## src/hdl/txd_pkg.sv

```systemverilog
// Shared constants for the transmit descriptor parser
// Function
// - Hand-over flag bit 31 set means device owns descriptor; clear means host owns.
// - Device clears hand-over flag after the buffer data has been transmitted.
// - Ring-end bit 30 makes the pointer return to the first descriptor after sending.
// - First-segment bit 29 marks the descriptor starting a new packet.
// - Last-segment bit 28 marks the descriptor ending the packet.
// - Bit 27 requests segmentation; clear means normal layout with sum requests.
// - Normal layout bit 18 requests the IP header checksum.
// - Normal layout bit 17 requests the UDP checksum.
// - Normal layout bit 16 requests the TCP checksum.
// - Byte count in first word bits 15:0; send exactly that many bytes.
// - Second word bit 17 inserts type 0x8100 then the two tag-control bytes.
// - Tag insert clear means the packet is sent unmodified.
// - Tag control holds split 12-bit VLAN id, 3-bit priority, canonical bit.
// - Buffer address low word at offset 8, high word at offset 12.
// - With segmentation, segment size limit comes from first word bits 26:16.
// - After sending, descriptor holds status form: flag clear, ring and segment bits kept.
package txd_pkg;

	// Descriptor word 0 fields
	localparam int OWN_BIT        = 31;
	localparam int RING_END_BIT   = 30;
	localparam int FIRST_SEG_BIT  = 29;
	localparam int LAST_SEG_BIT   = 28;
	localparam int SEG_OFFLOAD_BIT = 27;
	localparam int MSS_MSB        = 26;
	localparam int MSS_LSB        = 16;
	localparam int IP_SUM_BIT     = 18;
	localparam int UDP_SUM_BIT    = 17;
	localparam int TCP_SUM_BIT    = 16;
	localparam int LEN_MSB        = 15;

	// Descriptor word 1 fields
	localparam int TAG_INSERT_BIT = 17;
	localparam int VID_LOW_LSB    = 8;
	localparam int USER_PRIORITY_LSB       = 5;
	localparam int CFI_BIT        = 4;

	// Descriptor geometry, byte offsets of the words
	localparam logic [7:0] DESC_BYTES   = 8'h10;
	localparam logic [7:0] WORD_LEN_OFS = 8'h00;
	localparam logic [7:0] WORD_TAG_OFS = 8'h04;
	localparam logic [7:0] WORD_ALO_OFS = 8'h08;
	localparam logic [7:0] WORD_AHI_OFS = 8'h0C;

	localparam logic [15:0] TAG_PROTO_ID = 16'h8100;
	localparam logic [15:0] MIN_BUF_LEN  = 16'h0004;

	// Register map (byte addresses)
	localparam logic [7:0] REG_BASE_LO = 8'h00;
	localparam logic [7:0] REG_BASE_HI = 8'h04;
	localparam logic [7:0] REG_CTRL    = 8'h08;
	localparam logic [7:0] REG_POLL    = 8'h0C;
	localparam logic [7:0] REG_STATUS  = 8'h10;

	localparam logic [31:0] BASE_RST = 32'h0000_0000;
	localparam logic [1:0]  RESP_OK  = 2'h0;
	localparam logic [1:0]  RESP_ERR = 2'h2;

	typedef enum logic [2:0] {
		ST_IDLE,
		ST_FETCH,
		ST_SEND,
		ST_WBACK
	} fsm_t;

endpackage

```

## src/hdl/txd_reg_if.sv

```systemverilog
// Carrier between the register slave and the descriptor engine
`timescale 1ns/100ps
interface txd_reg_if #(parameter int IDX_W = 8);
	logic [63:0]    ring_base;
	logic           enable;
	logic           poll;
	logic [IDX_W-1:0] cur_idx;
	logic           busy;
	logic           stopped;
	logic           short_seen;

	modport regs (output ring_base, enable, poll, input cur_idx, busy, stopped, short_seen);
	modport core (input ring_base, enable, poll, output cur_idx, busy, stopped, short_seen);
endinterface

```

## src/hdl/txd_axil_regs.sv

```systemverilog
// AXI4-Lite register slave for the descriptor engine
`timescale 1ns/100ps
module txd_axil_regs
	import txd_pkg::*;
#(
	parameter int IDX_W = 8
) (
	// Clock and reset
	input  wire logic        i_sys_clk,
	input  wire logic        i_rst_n,
	// AXI4-Lite
	input  wire logic [7:0]  i_awaddr,
	input  wire logic        i_awvalid,
	output logic             o_awready,
	input  wire logic [31:0] i_wdata,
	input  wire logic [3:0]  i_wstrb,
	input  wire logic        i_wvalid,
	output logic             o_wready,
	output logic [1:0]       o_bresp,
	output logic             o_bvalid,
	input  wire logic        i_bready,
	input  wire logic [7:0]  i_araddr,
	input  wire logic        i_arvalid,
	output logic             o_arready,
	output logic [31:0]      o_rdata,
	output logic [1:0]       o_rresp,
	output logic             o_rvalid,
	input  wire logic        i_rready,
	// Engine side
	txd_reg_if.regs          rif
);
	logic        aw_have_q, aw_have_d, w_have_q, w_have_d;
	logic [7:0]  awaddr_q, awaddr_d;
	logic [31:0] wdata_q, wdata_d;
	logic [3:0]  wstrb_q, wstrb_d;
	logic        bvalid_q, bvalid_d, rvalid_q, rvalid_d;
	logic [1:0]  bresp_q, bresp_d, rresp_q, rresp_d;
	logic [31:0] rdata_q, rdata_d;
	logic [63:0] base_q, base_d;
	logic        en_q, en_d, poll_q, poll_d;
	logic [31:0] wmask;

	always_comb begin
		aw_have_d = aw_have_q;
		w_have_d  = w_have_q;
		awaddr_d  = awaddr_q;
		wdata_d   = wdata_q;
		wstrb_d   = wstrb_q;
		bvalid_d  = bvalid_q;
		bresp_d   = bresp_q;
		rvalid_d  = rvalid_q;
		rresp_d   = rresp_q;
		rdata_d   = rdata_q;
		base_d    = base_q;
		en_d      = en_q;
		poll_d    = 1'b0;
		wmask     = {{8{wstrb_q[3]}}, {8{wstrb_q[2]}}, {8{wstrb_q[1]}}, {8{wstrb_q[0]}}};
		if (i_awvalid && !aw_have_q && !bvalid_q) begin
			aw_have_d = 1'b1;
			awaddr_d  = i_awaddr;
		end
		if (i_wvalid && !w_have_q && !bvalid_q) begin
			w_have_d = 1'b1;
			wdata_d  = i_wdata;
			wstrb_d  = i_wstrb;
		end
		if (aw_have_q && w_have_q) begin
			aw_have_d = 1'b0;
			w_have_d  = 1'b0;
			bvalid_d  = 1'b1;
			bresp_d   = RESP_OK;
			unique case (awaddr_q)
				REG_BASE_LO: base_d[31:0]  = (base_q[31:0] & ~wmask) | (wdata_q & wmask);
				REG_BASE_HI: base_d[63:32] = (base_q[63:32] & ~wmask) | (wdata_q & wmask);
				REG_CTRL:    if (wstrb_q[0]) en_d = wdata_q[0];
				REG_POLL:    poll_d = wstrb_q[0] & wdata_q[0];
				REG_STATUS:  ;
				default:     bresp_d = RESP_ERR;
			endcase
		end
		if (bvalid_q && i_bready) begin
			bvalid_d = 1'b0;
		end
		if (rvalid_q && i_rready) begin
			rvalid_d = 1'b0;
		end else if (i_arvalid && !rvalid_q) begin
			rvalid_d = 1'b1;
			rresp_d  = RESP_OK;
			unique case (i_araddr)
				REG_BASE_LO: rdata_d = base_q[31:0];
				REG_BASE_HI: rdata_d = base_q[63:32];
				REG_CTRL:    rdata_d = {31'h0, en_q};
				REG_POLL:    rdata_d = 32'h0;
				REG_STATUS:  rdata_d = {13'h0, rif.short_seen, rif.stopped, rif.busy,
					{(16 - IDX_W){1'b0}}, rif.cur_idx};
				default: begin
					rdata_d = 32'h0;
					rresp_d = RESP_ERR;
				end
			endcase
		end
	end

	always_ff @(posedge i_sys_clk or negedge i_rst_n) begin
		if (!i_rst_n) begin
			aw_have_q <= 1'b0;
			w_have_q  <= 1'b0;
			awaddr_q  <= 8'h00;
			wdata_q   <= 32'h0;
			wstrb_q   <= 4'h0;
			bvalid_q  <= 1'b0;
			bresp_q   <= RESP_OK;
			rvalid_q  <= 1'b0;
			rresp_q   <= RESP_OK;
			rdata_q   <= 32'h0;
			base_q    <= {BASE_RST, BASE_RST};
			en_q      <= 1'b0;
			poll_q    <= 1'b0;
		end else begin
			aw_have_q <= aw_have_d;
			w_have_q  <= w_have_d;
			awaddr_q  <= awaddr_d;
			wdata_q   <= wdata_d;
			wstrb_q   <= wstrb_d;
			bvalid_q  <= bvalid_d;
			bresp_q   <= bresp_d;
			rvalid_q  <= rvalid_d;
			rresp_q   <= rresp_d;
			rdata_q   <= rdata_d;
			base_q    <= base_d;
			en_q      <= en_d;
			poll_q    <= poll_d;
		end
	end

	assign o_awready     = i_awvalid && !aw_have_q && !bvalid_q;
	assign o_wready      = i_wvalid && !w_have_q && !bvalid_q;
	assign o_bvalid      = bvalid_q;
	assign o_bresp       = bresp_q;
	assign o_arready     = i_arvalid && !rvalid_q;
	assign o_rvalid      = rvalid_q;
	assign o_rresp       = rresp_q;
	assign o_rdata       = rdata_q;
	assign rif.ring_base = base_q;
	assign rif.enable    = en_q;
	assign rif.poll      = poll_q;
endmodule

```

## src/hdl/tx_descriptor_parser.sv

```systemverilog
// Transmit descriptor fetch, decode and write-back engine
//
// Chosen here: register access over AXI4-Lite and the placing of the registers.
`timescale 1ns/100ps
module tx_descriptor_parser
	import txd_pkg::*;
#(
	parameter int IDX_W = 8
) (
	// Clock and reset
	input  wire logic        i_sys_clk,
	input  wire logic        i_rst_n,
	// AXI4-Lite register bus
	input  wire logic [7:0]  i_awaddr,
	input  wire logic        i_awvalid,
	output logic             o_awready,
	input  wire logic [31:0] i_wdata,
	input  wire logic [3:0]  i_wstrb,
	input  wire logic        i_wvalid,
	output logic             o_wready,
	output logic [1:0]       o_bresp,
	output logic             o_bvalid,
	input  wire logic        i_bready,
	input  wire logic [7:0]  i_araddr,
	input  wire logic        i_arvalid,
	output logic             o_arready,
	output logic [31:0]      o_rdata,
	output logic [1:0]       o_rresp,
	output logic             o_rvalid,
	input  wire logic        i_rready,
	// Descriptor memory port
	output logic             o_mem_req,
	output logic             o_mem_we,
	output logic [63:0]      o_mem_addr,
	output logic [31:0]      o_mem_wdata,
	input  wire logic        i_mem_ack,
	input  wire logic [31:0] i_mem_rdata,
	// Segment to transmit datapath
	output logic             o_seg_valid,
	output logic [63:0]      o_seg_addr,
	output logic [15:0]      o_seg_len,
	output logic             o_first_segment_marker,
	output logic             o_last_segment_marker,
	output logic             o_segmentation_offload_request,
	output logic [10:0]      o_segment_size_limit,
	output logic             o_ip_header_sum_request,
	output logic             o_datagram_sum_request,
	output logic             o_stream_sum_request,
	output logic             o_tag_insert_enable,
	output logic [15:0]      o_tag_proto_id,
	output logic [15:0]      o_tag_control_info,
	output logic [11:0]      o_vlan_id,
	output logic [2:0]       o_user_priority,
	output logic             o_canonical_format_bit,
	input  wire logic        i_seg_done
);
	initial begin
		// Status word keeps at least one pad bit above the index
		if (IDX_W < 1 || IDX_W > 15) begin
			$error("IDX_W must lie in 1..15");
		end
	end

	txd_reg_if #(.IDX_W(IDX_W)) rif ();

	txd_axil_regs #(.IDX_W(IDX_W)) u_regs (
		.i_sys_clk (i_sys_clk),
		.i_rst_n   (i_rst_n),
		.i_awaddr  (i_awaddr),
		.i_awvalid (i_awvalid),
		.o_awready (o_awready),
		.i_wdata   (i_wdata),
		.i_wstrb   (i_wstrb),
		.i_wvalid  (i_wvalid),
		.o_wready  (o_wready),
		.o_bresp   (o_bresp),
		.o_bvalid  (o_bvalid),
		.i_bready  (i_bready),
		.i_araddr  (i_araddr),
		.i_arvalid (i_arvalid),
		.o_arready (o_arready),
		.o_rdata   (o_rdata),
		.o_rresp   (o_rresp),
		.o_rvalid  (o_rvalid),
		.i_rready  (i_rready),
		.rif       (rif)
	);

	fsm_t             state_q, state_d;
	logic [IDX_W-1:0] idx_q, idx_d;
	logic [1:0]       word_q, word_d;
	logic [31:0]      w0_q, w0_d, w1_q, w1_d, alo_q, alo_d, ahi_q, ahi_d;
	logic             req_q, req_d, we_q, we_d;
	logic [63:0]      maddr_q, maddr_d;
	logic [31:0]      mwdata_q, mwdata_d;
	logic             poll_pend_q, poll_pend_d;
	logic             stopped_q, stopped_d, short_q, short_d;
	logic             seg_valid_q, seg_valid_d;
	logic [63:0]      desc_addr;
	logic [7:0]       word_ofs;

	// Descriptor base: ring base plus index times descriptor size
	assign desc_addr = rif.ring_base + {{(56 - IDX_W){1'b0}}, idx_q, 8'h00} / {56'h0, DESC_BYTES};

	always_comb begin
		unique case (word_q)
			2'h0: word_ofs = WORD_LEN_OFS;
			2'h1: word_ofs = WORD_TAG_OFS;
			2'h2: word_ofs = WORD_ALO_OFS;
			2'h3: word_ofs = WORD_AHI_OFS;
		endcase
	end

	always_comb begin
		state_d     = state_q;
		idx_d       = idx_q;
		word_d      = word_q;
		w0_d        = w0_q;
		w1_d        = w1_q;
		alo_d       = alo_q;
		ahi_d       = ahi_q;
		req_d       = req_q;
		we_d        = we_q;
		maddr_d     = maddr_q;
		mwdata_d    = mwdata_q;
		stopped_d   = stopped_q;
		short_d     = short_q;
		seg_valid_d = seg_valid_q;
		// A poll arriving while the pending bit is consumed is kept
		poll_pend_d = poll_pend_q;
		unique case (state_q)
			ST_IDLE: begin
				if (rif.enable && poll_pend_q) begin
					poll_pend_d = 1'b0;
					stopped_d   = 1'b0;
					word_d      = 2'h0;
					state_d     = ST_FETCH;
				end
			end
			ST_FETCH: begin
				// Request is dropped for a cycle between words
				if (!req_q) begin
					req_d   = 1'b1;
					we_d    = 1'b0;
					maddr_d = desc_addr + {56'h0, word_ofs};
				end else if (i_mem_ack) begin
					req_d = 1'b0;
					unique case (word_q)
						2'h0: w0_d  = i_mem_rdata;
						2'h1: w1_d  = i_mem_rdata;
						2'h2: alo_d = i_mem_rdata;
						2'h3: ahi_d = i_mem_rdata;
					endcase
					if (word_q == 2'h0 && !i_mem_rdata[OWN_BIT]) begin
						// Host-owned: park on this index until polled again
						stopped_d = 1'b1;
						state_d   = ST_IDLE;
					end else if (word_q == 2'h3) begin
						seg_valid_d = 1'b1;
						if (w0_q[LEN_MSB:0] < MIN_BUF_LEN) begin
							short_d = 1'b1;
						end
						state_d = ST_SEND;
					end else begin
						word_d = word_q + 2'h1;
					end
				end
			end
			ST_SEND: begin
				if (i_seg_done) begin
					seg_valid_d = 1'b0;
					req_d       = 1'b1;
					we_d        = 1'b1;
					maddr_d     = desc_addr;
					// Status form: flag cleared, ring and segment bits kept
					mwdata_d = {1'b0, w0_q[RING_END_BIT], w0_q[FIRST_SEG_BIT],
						w0_q[LAST_SEG_BIT], 28'h0};
					state_d = ST_WBACK;
				end
			end
			ST_WBACK: begin
				if (i_mem_ack) begin
					req_d = 1'b0;
					we_d  = 1'b0;
					if (w0_q[RING_END_BIT]) begin
						idx_d = '0;
					end else begin
						idx_d = idx_q + {{(IDX_W - 1){1'b0}}, 1'b1};
					end
					word_d  = 2'h0;
					state_d = rif.enable ? ST_FETCH : ST_IDLE;
				end
			end
		endcase
		if (rif.poll) begin
			poll_pend_d = 1'b1;
		end
	end

	always_ff @(posedge i_sys_clk or negedge i_rst_n) begin
		if (!i_rst_n) begin
			state_q     <= ST_IDLE;
			idx_q       <= '0;
			word_q      <= 2'h0;
			w0_q        <= 32'h0;
			w1_q        <= 32'h0;
			alo_q       <= 32'h0;
			ahi_q       <= 32'h0;
			req_q       <= 1'b0;
			we_q        <= 1'b0;
			maddr_q     <= 64'h0;
			mwdata_q    <= 32'h0;
			poll_pend_q <= 1'b0;
			stopped_q   <= 1'b0;
			short_q     <= 1'b0;
			seg_valid_q <= 1'b0;
		end else begin
			state_q     <= state_d;
			idx_q       <= idx_d;
			word_q      <= word_d;
			w0_q        <= w0_d;
			w1_q        <= w1_d;
			alo_q       <= alo_d;
			ahi_q       <= ahi_d;
			req_q       <= req_d;
			we_q        <= we_d;
			maddr_q     <= maddr_d;
			mwdata_q    <= mwdata_d;
			poll_pend_q <= poll_pend_d;
			stopped_q   <= stopped_d;
			short_q     <= short_d;
			seg_valid_q <= seg_valid_d;
		end
	end

	// Decoded segment fields, held steady while o_seg_valid is high
	logic        lso;
	logic        tag_on;
	assign lso    = w0_q[SEG_OFFLOAD_BIT];
	assign tag_on = w1_q[TAG_INSERT_BIT];

	assign o_mem_req                      = req_q;
	assign o_mem_we                       = we_q;
	assign o_mem_addr                     = maddr_q;
	assign o_mem_wdata                    = mwdata_q;
	assign o_seg_valid                    = seg_valid_q;
	assign o_seg_addr                     = {ahi_q, alo_q};
	assign o_seg_len                      = w0_q[LEN_MSB:0];
	assign o_first_segment_marker         = w0_q[FIRST_SEG_BIT];
	assign o_last_segment_marker          = w0_q[LAST_SEG_BIT];
	assign o_segmentation_offload_request = lso;
	// Normal-layout bits 26:19 are never looked at
	assign o_segment_size_limit = lso ? w0_q[MSS_MSB:MSS_LSB] : 11'h000;
	assign o_ip_header_sum_request = !lso && w0_q[IP_SUM_BIT];
	assign o_datagram_sum_request  = !lso && w0_q[UDP_SUM_BIT];
	assign o_stream_sum_request    = !lso && w0_q[TCP_SUM_BIT];
	assign o_tag_insert_enable     = tag_on;
	assign o_tag_proto_id          = tag_on ? TAG_PROTO_ID : 16'h0000;
	assign o_tag_control_info      = tag_on ? w1_q[15:0] : 16'h0000;
	assign o_vlan_id = tag_on ? {w1_q[3:0], w1_q[VID_LOW_LSB +: 8]} : 12'h000;
	assign o_user_priority        = tag_on ? w1_q[USER_PRIORITY_LSB +: 3] : 3'h0;
	assign o_canonical_format_bit = tag_on && w1_q[CFI_BIT];

	assign rif.cur_idx    = idx_q;
	assign rif.busy       = (state_q != ST_IDLE);
	assign rif.stopped    = stopped_q;
	assign rif.short_seen = short_q;
endmodule

```

## config.mk

```make
export PLATFORM = sky130hd
export DESIGN_NAME = tx_descriptor_parser
export DESIGN_NICKNAME = d
export VERILOG_FILES = /design/src/hdl/txd_pkg.sv /design/src/hdl/txd_reg_if.sv /design/src/hdl/txd_axil_regs.sv /design/src/hdl/tx_descriptor_parser.sv
export SDC_FILE = /design/constraint.sdc
export NUM_CORES = 1
export LEC_CHECK = 0
export BUFFER_PORTS_ARGS = -buffer_cell sky130_fd_sc_hd__buf_4
export CELL_PAD_IN_SITES_DETAIL_PLACEMENT = 1
export CELL_PAD_IN_SITES_GLOBAL_PLACEMENT = 1
export CORE_ASPECT_RATIO = 0.6
export CORE_MARGIN = 2
export CORE_UTILIZATION = 43
export DETAILED_ROUTE_END_ITERATION = 10
export HOLD_SLACK_MARGIN = 0.05
export PLACE_DENSITY_LB_ADDON = 0.1
export SYNTH_ARGS = -nofsm -noshare
export SYNTH_HDL_FRONTEND = slang
export SYNTH_HIERARCHICAL = 1
export SYNTH_SLANG_ARGS = --single-unit
export TNS_END_PERCENT = 30
```

## constraint.sdc

```tcl
create_clock -name i_sys_clk -period 5.1 [get_ports i_sys_clk]
set_input_delay 0.255 -clock i_sys_clk [delete_from_list [all_inputs] [get_ports i_sys_clk]]
set_output_delay 0.255 -clock i_sys_clk [all_outputs]
set_load 0.05 [all_outputs]
```

# == Word-level counts from Yosys, hierarchy flattened ==
# Index checks and enable logic that the tools add are counted.
# word_totals
ff_bits,349
mem_bits_ro,0
input_bits,93
latch_bits,0
ram_bits,0
mem_count,0
out_inout_bits,286
# classes
n_bitwise,9
n_eq_ne,25
mux,59
multipliers,0
addsub,4
n_div,0
shift,0
n_reduce_logical,56
n_lt_le_gt_ge,1
# ops
op,n
$mux 64,2
$pmux 32 s4,1
$pmux 64 s2,1
$and 32x32->32,3
$add 64x12->64,1
$add 64x8->64,1
$or 32x32->32,2
$eq 8x4->1 const B,4
$mux 16,2
$not 32->32,1
$pmux 8 s4,1
$mux 1,27
$mux 3,8
$ne 2x2->1 const B,10
$reduce_and 4->1,5
$reduce_and 6->1,3
$eq 8x3->1 const B,2
$eq 8x5->1 const B,2
$logic_not 8->1,2
$lt 16x3->1 const B,1
$mux 2,8
$reduce_bool 2->1,8
$logic_and 1x1->1,14
$mux 12,1
other kinds (24),44

# == Longest topological paths before layout ==
# depth
depth_word,6
mapped_depth,15
depth_no_buf,13

# == Modules after synthesis ==
# The synthesis kept the hierarchy.
# by_module_without_submodules
module,instances,seq_area_each_um2,cells_per_inst,area_per_inst_um2
tx_descriptor_parser,1,4929.7,1191,11693.7
txd_axil_regs,1,3703.6,446,6328.6

# == Worst setup path after synthesis ==
# No wires, ideal clock.
# synth_timing
path_kind,register to register
from,reg idx_q[0]
to,"reg maddr_q[55], in the netlist o_mem_addr[55]"
slack_ns,0.689
arrival_time_ns,4.325
period_less_slack_ns,4.411
n_path_buf,0
setup_ns,0.086
required_time_ns,5.014
stages_incl_launch_ff,13
path_cell_list,dfrtp_1 ha_1 fa_1 xor2_1 or4b_2 o21ai_0 nand4_1 nor4_1 nand3_1 nor4_1 or4b_2 and3_1 nor3_1
# synth_between
elab_chain_cells,4
word_cells_on_any_way,5
# synth_lines
element,line,text
"start, declared",tx_descriptor_parser.sv:90,"logic [IDX_W-1:0] idx_q, idx_d;"
"start signal, assigned",tx_descriptor_parser.sv:219,idx_q <= idx_d;
$add 64x12->64 (*),tx_descriptor_parser.sv:103,"assign desc_addr = rif.ring_base + {{(56 - IDX_W){1'b0}}, idx_q, 8'h00} / {56'h0, DESC_BYTES};"
$add 64x8->64,tx_descriptor_parser.sv:145,"maddr_d = desc_addr + {56'h0, word_ofs};"
$mux 64,tx_descriptor_parser.sv:142,if (!req_q) begin
$pmux 64 s2 (*),tx_descriptor_parser.sv:131,unique case (state_q)
"end signal, assigned",tx_descriptor_parser.sv:227,maddr_q <= maddr_d;
"end, declared",tx_descriptor_parser.sv:94,"logic [63:0] maddr_q, maddr_d;"
# Every way passes the cells marked *; elsewhere a longest branch is shown, timed or not. The select of a mux whose other input is x is not followed.
# A chain may end at the register's enable or synchronous reset.

==> flow_metrics.py <==
metrics = {
    "cts": {
        "path_clk_slew_ns": 0.06,
        "tritoncts": "done",
        "post_cts_buffers": 0,
        "htreeDepth": 2,
        "cts.sinks": 345,
        "root_buffer": "clkbuf_16",
        "clock_latency_ns": 0.55,
        "numCtsBuffers": 35,
        "clockBufferDepth": 3,
    },
    "cells_and_area": {
        "nets": 2130,
        "syn_to_final_growth_pct": 26.58,
        "layout-drive-gt1-share": 0.3177,
        "fill_cells": 4460,
        "stdcell_count": 2615,
    },
    "power": {
        "netSwitchingFraction": 0.4437,
        "clkPwrFrac": 0.213,
        "internal_power_mw": 6.947,
        "pwr-share-comb": 0.433,
        "p_per_area_nw_per_um2": 547.5,
        "switchingPower_mw": 5.542,
        "ir_drop_mv": 0.2538,
        "power_mw": 12.49,
        "p_seq_frac": 0.354,
        "leakagePower_nw": 10.49,
    },
    "yosys": {
        "ys_ff_latch": 345,
        "synthXorXnorAreaFrac": 0.05151,
        "synth_cells": 1637,
        "synth_compound_area_frac": 0.08095,
        "synthMuxAreaShare": 0.1621,
        "synthAdderAreaFrac": 0.01319,
        "synthArstFlopShare": 1.000,
        "yosysWarningCount": 6,
        "synth_most_common_cell": "dfrtp_1",
        "ys.flop_type": "dfrtp_1",
        "synth_area_leader_cell": "dfrtp_1",
        "yosysTopAreaCellShare": 0.4790,
        "synth_top_family_by_area": "multiplexers",
        "synth_edf_count": 0,
        "seq_area_frac_synth": 0.4790,
        "avgSynthCellArea_um2": 11.01,
        "syn_area_um2": 18020,
        "synth.area.top_cells": "dfrtp_1 (48%), mux2_2 (10%), mux2_1 (4.9%), buf_4 (3.4%), xnor2_1 (2.8%)",
        "yosys.cell_types.count": 82,
        "synth-simple-area-share": 0.1536,
        "ys_top_cells_by_count": "dfrtp_1 (345), mux2_2 (161), nand2_1 (124), nor2_1 (101), buf_4 (82)",
    },
    "worst_setup_path": {
        "end_kind": "flop",
        "r2r_cells": 11,
        "cpMostUsedCell": "or4_4",
        "reg2reg_to": "o_mem_addr[61]$_DFFE_PN0P_",
        "cp_max_fo": 9,
        "critical_path_arrival_ns": 5.30,
        "crit_chain": "ha_1 > nand4_2 > o22ai_1 > nor2_2 > or4_4 > and2_4 > or4_4 > or4_4 > or3_1 > o31a_1 > o31ai_1",
        "critical-path-max-stage-delay_ns": 0.64,
        "critPathRequiredTime_ns": 5.54,
        "startpoint_type": "flop",
        "reg2reg_setup_slack_ns": 0.24,
        "crit_slowest_cell": "or4_4",
        "path_class": "flop to flop",
    },
    "sta": {
        "tightest_slew_ns": 1.299,
        "min_period_over_period": 0.9526,
        "rsz0062_at_grt": "no",
        "max_freq_ghz": 0.2058,
        "drv_slew": 0,
        "hold_viol_final": 0,
        "finalSetupViolations": 0,
        "slew-limit-headroom": 0.1320,
        "layout_min_cycle_time_ns": 4.858,
        "finClkSkew_ns": 0.01601,
        "tns_ns": 0,
    },
    "placement": {
        "gp_congestion": 0.9924,
        "dp_hpwl_um": 47580,
        "placedCellCount": 2472,
        "port-buffer-count": 333,
    },
    "min_path": {
        "worstHoldStart": "i_mem_ack",
        "hp-class": "input pin to flop",
        "min_to": "o_mem_we$_DFFE_PN0P_",
        "hold_depth": 4,
    },
    "detailed_routing": {
        "vias": 14530,
        "post_drt_via_cell_ratio": 5.554,
        "drt-total-wl_um": 63190,
        "drtIter0Drc": 1043,
        "post-route-drc-count": 0,
        "drt_pre_antenna_iters": 5,
        "wl_per_cell_um": 24.17,
        "ant_nets": 0,
    },
    "die": {
        "die_h_um": 162.6,
        "num_rows": 58,
        "fp.dieArea_um2": 43620,
        "initial_core_util": 0.4334,
        "fp.coreArea_um2": 41580,
        "die_w_um": 268.3,
        "io_pins": 379,
    },
    "global_route": {
        "grt_max_degree": 152,
        "grt_pass1_vias": 14960,
        "grt.total_usage": 0.2917,
        "overflow": 0,
        "grt_pass1_wl_um": 95510,
        "antenna_found_initial": 0,
    },
    "status": {
        "outcome": "complete, no violations",
    },
    "flow_run": {
        "drv_cap": 0,
    },
}
[cell families after synthesis]
family,after synthesis
and+or+nand+nor,508
DFF,345
muxes,262
AOI/OAI and AO/OA,220
buffers and inverters,176
xor gates and xnor gates,106
adders and majority gates,18
other,2
[metal layers]
layer	global-route usage	routed length (um)	vias to the layer above
li1	-	-	6481
met1	0.4512	30880	7526
met2	0.4109	26430	451
met3	0.07288	4891	67
met4	0.05383	988	0
met5	0	0	-
[layout make-up]
type | count | area, um2 | area share
sequential | 345 | 8633 | 0.3785
multi-input combinational | 1159 | 8529 | 0.3739
timing repair buffer | 462 | 3704 | 0.1624
clock buffer | 53 | 1013 | 0.04443
tap | 570 | 713.2 | 0.03126
clock inverter | 7 | 150.1 | 0.006582
inverter | 17 | 63.81 | 0.002797
antenna | 2 | 5.005 | 0.0002194
[cell usage in the layout (no fill, tap or decap), types with 6 or more instances in the layout]
cell / synthesis / final
o31a_1: 6 / 6
nand2_1: 124 / 124
clkbuf_8: 2 / 7
o21ai_0: 57 / 56
a21oi_1: 61 / 61
and3_1: 24 / 24
nor4b_1: 11 / 11
or3_1: 10 / 10
dfrtp_1: 345 / 345
and2_1: 32 / 32
clkbuf_16: 0 / 35
nor3b_1: 8 / 7
mux2i_1: 23 / 23
nor3_1: 29 / 28
conb_1: 2 / 45
nand4_1: 32 / 32
mux2_2: 161 / 161
mux2_1: 78 / 78
dlygate4sd3_1: 0 / 81
o31ai_1: 16 / 16
or2_2: 13 / 13
xor2_1: 49 / 48
nor4_1: 27 / 26
nand3_1: 37 / 37
and4_1: 7 / 7
a21oi_2: 10 / 10
a211oi_1: 9 / 7
buf_4: 82 / 378
nor2_1: 101 / 101
xnor2_1: 57 / 57
ha_1: 15 / 15
inv_1: 16 / 16
clkbuf_1: 44 / 11
a32oi_1: 10 / 10
nand2b_1: 10 / 10
o211ai_1: 7 / 7
[worst max path at each step]
stage | startpoint | end | slack [ns] | depth (start not counted)
6_report | flop | o_mem_addr[61]$_DFFE_PN0P_ | 0.24 | 11
5_1_grt | idx_q[0]$_DFFE_PN0P_ | o_mem_addr[59]$_DFFE_PN0P_ | 0.02 | 13
4_1_cts | idx_q[0]$_DFFE_PN0P_ | o_mem_addr[55]$_DFFE_PN0P_ | 0.27 | 13
3_5_place_dp | idx_q[0]$_DFFE_PN0P_ | o_mem_addr[55]$_DFFE_PN0P_ | 0.32 | 13
3_3_place_gp | idx_q[0]$_DFFE_PN0P_ | o_mem_addr[55]$_DFFE_PN0P_ | 0.39 | 13
2_1_floorplan | idx_q[0]$_DFFE_PN0P_ | o_mem_addr[55]$_DFFE_PN0P_ | 0.69 | 12
[what timing repair did]
| item | CTS | global route |
|---|---|---|
| hold buffers | 81 | 0 |
| gates resized for setup | 0 | 4 |
| setup endpoints to repair | 0 | 3 |
| hold endpoints to repair | 216 | 0 |
[per-stage QoR]
| stage | area (um2) | setup WS (ns) | utilization | hold WS (ns) |
|---|---|---|---|---|
| 2_1_floorplan | 18180 | 0.6892 | - | -0.04059 |
| 3_3_place_gp | 20810 | 0.3912 | 0.5004 | 0.2117 |
| 3_5_place_dp | 20810 | 0.3176 | 0.5004 | 0.2188 |
| 4_1_cts | 22780 | 0.2659 | 0.5479 | 0.07368 |
| 5_1_grt | 22810 | 0.01669 | 0.5485 | 0.07432 |
| 6_report | 22810 | 0.2415 | 0.5486 | 0.09613 |
[worst max-delay path, delay by kind of cell (launching register included)]
kind            cells  cell delay [ns]
fa+ha+maj           1             0.46
compound gates      3             1.02
simple gates        7             2.81
flops               1             0.44
[power by group through the flow]
stage	logic [mW]	registers [mW]	clock network (mW)
finish	5.41	4.42	2.67
global route	5.71	4.55	2.85
CTS	5.41	4.41	2.73
detailed placement	5.35	4.45	0
global placement	5.25	4.38	0
floorplan	2.53	5.54	0
Note: power is estimated with default switching activity, not from simulation.
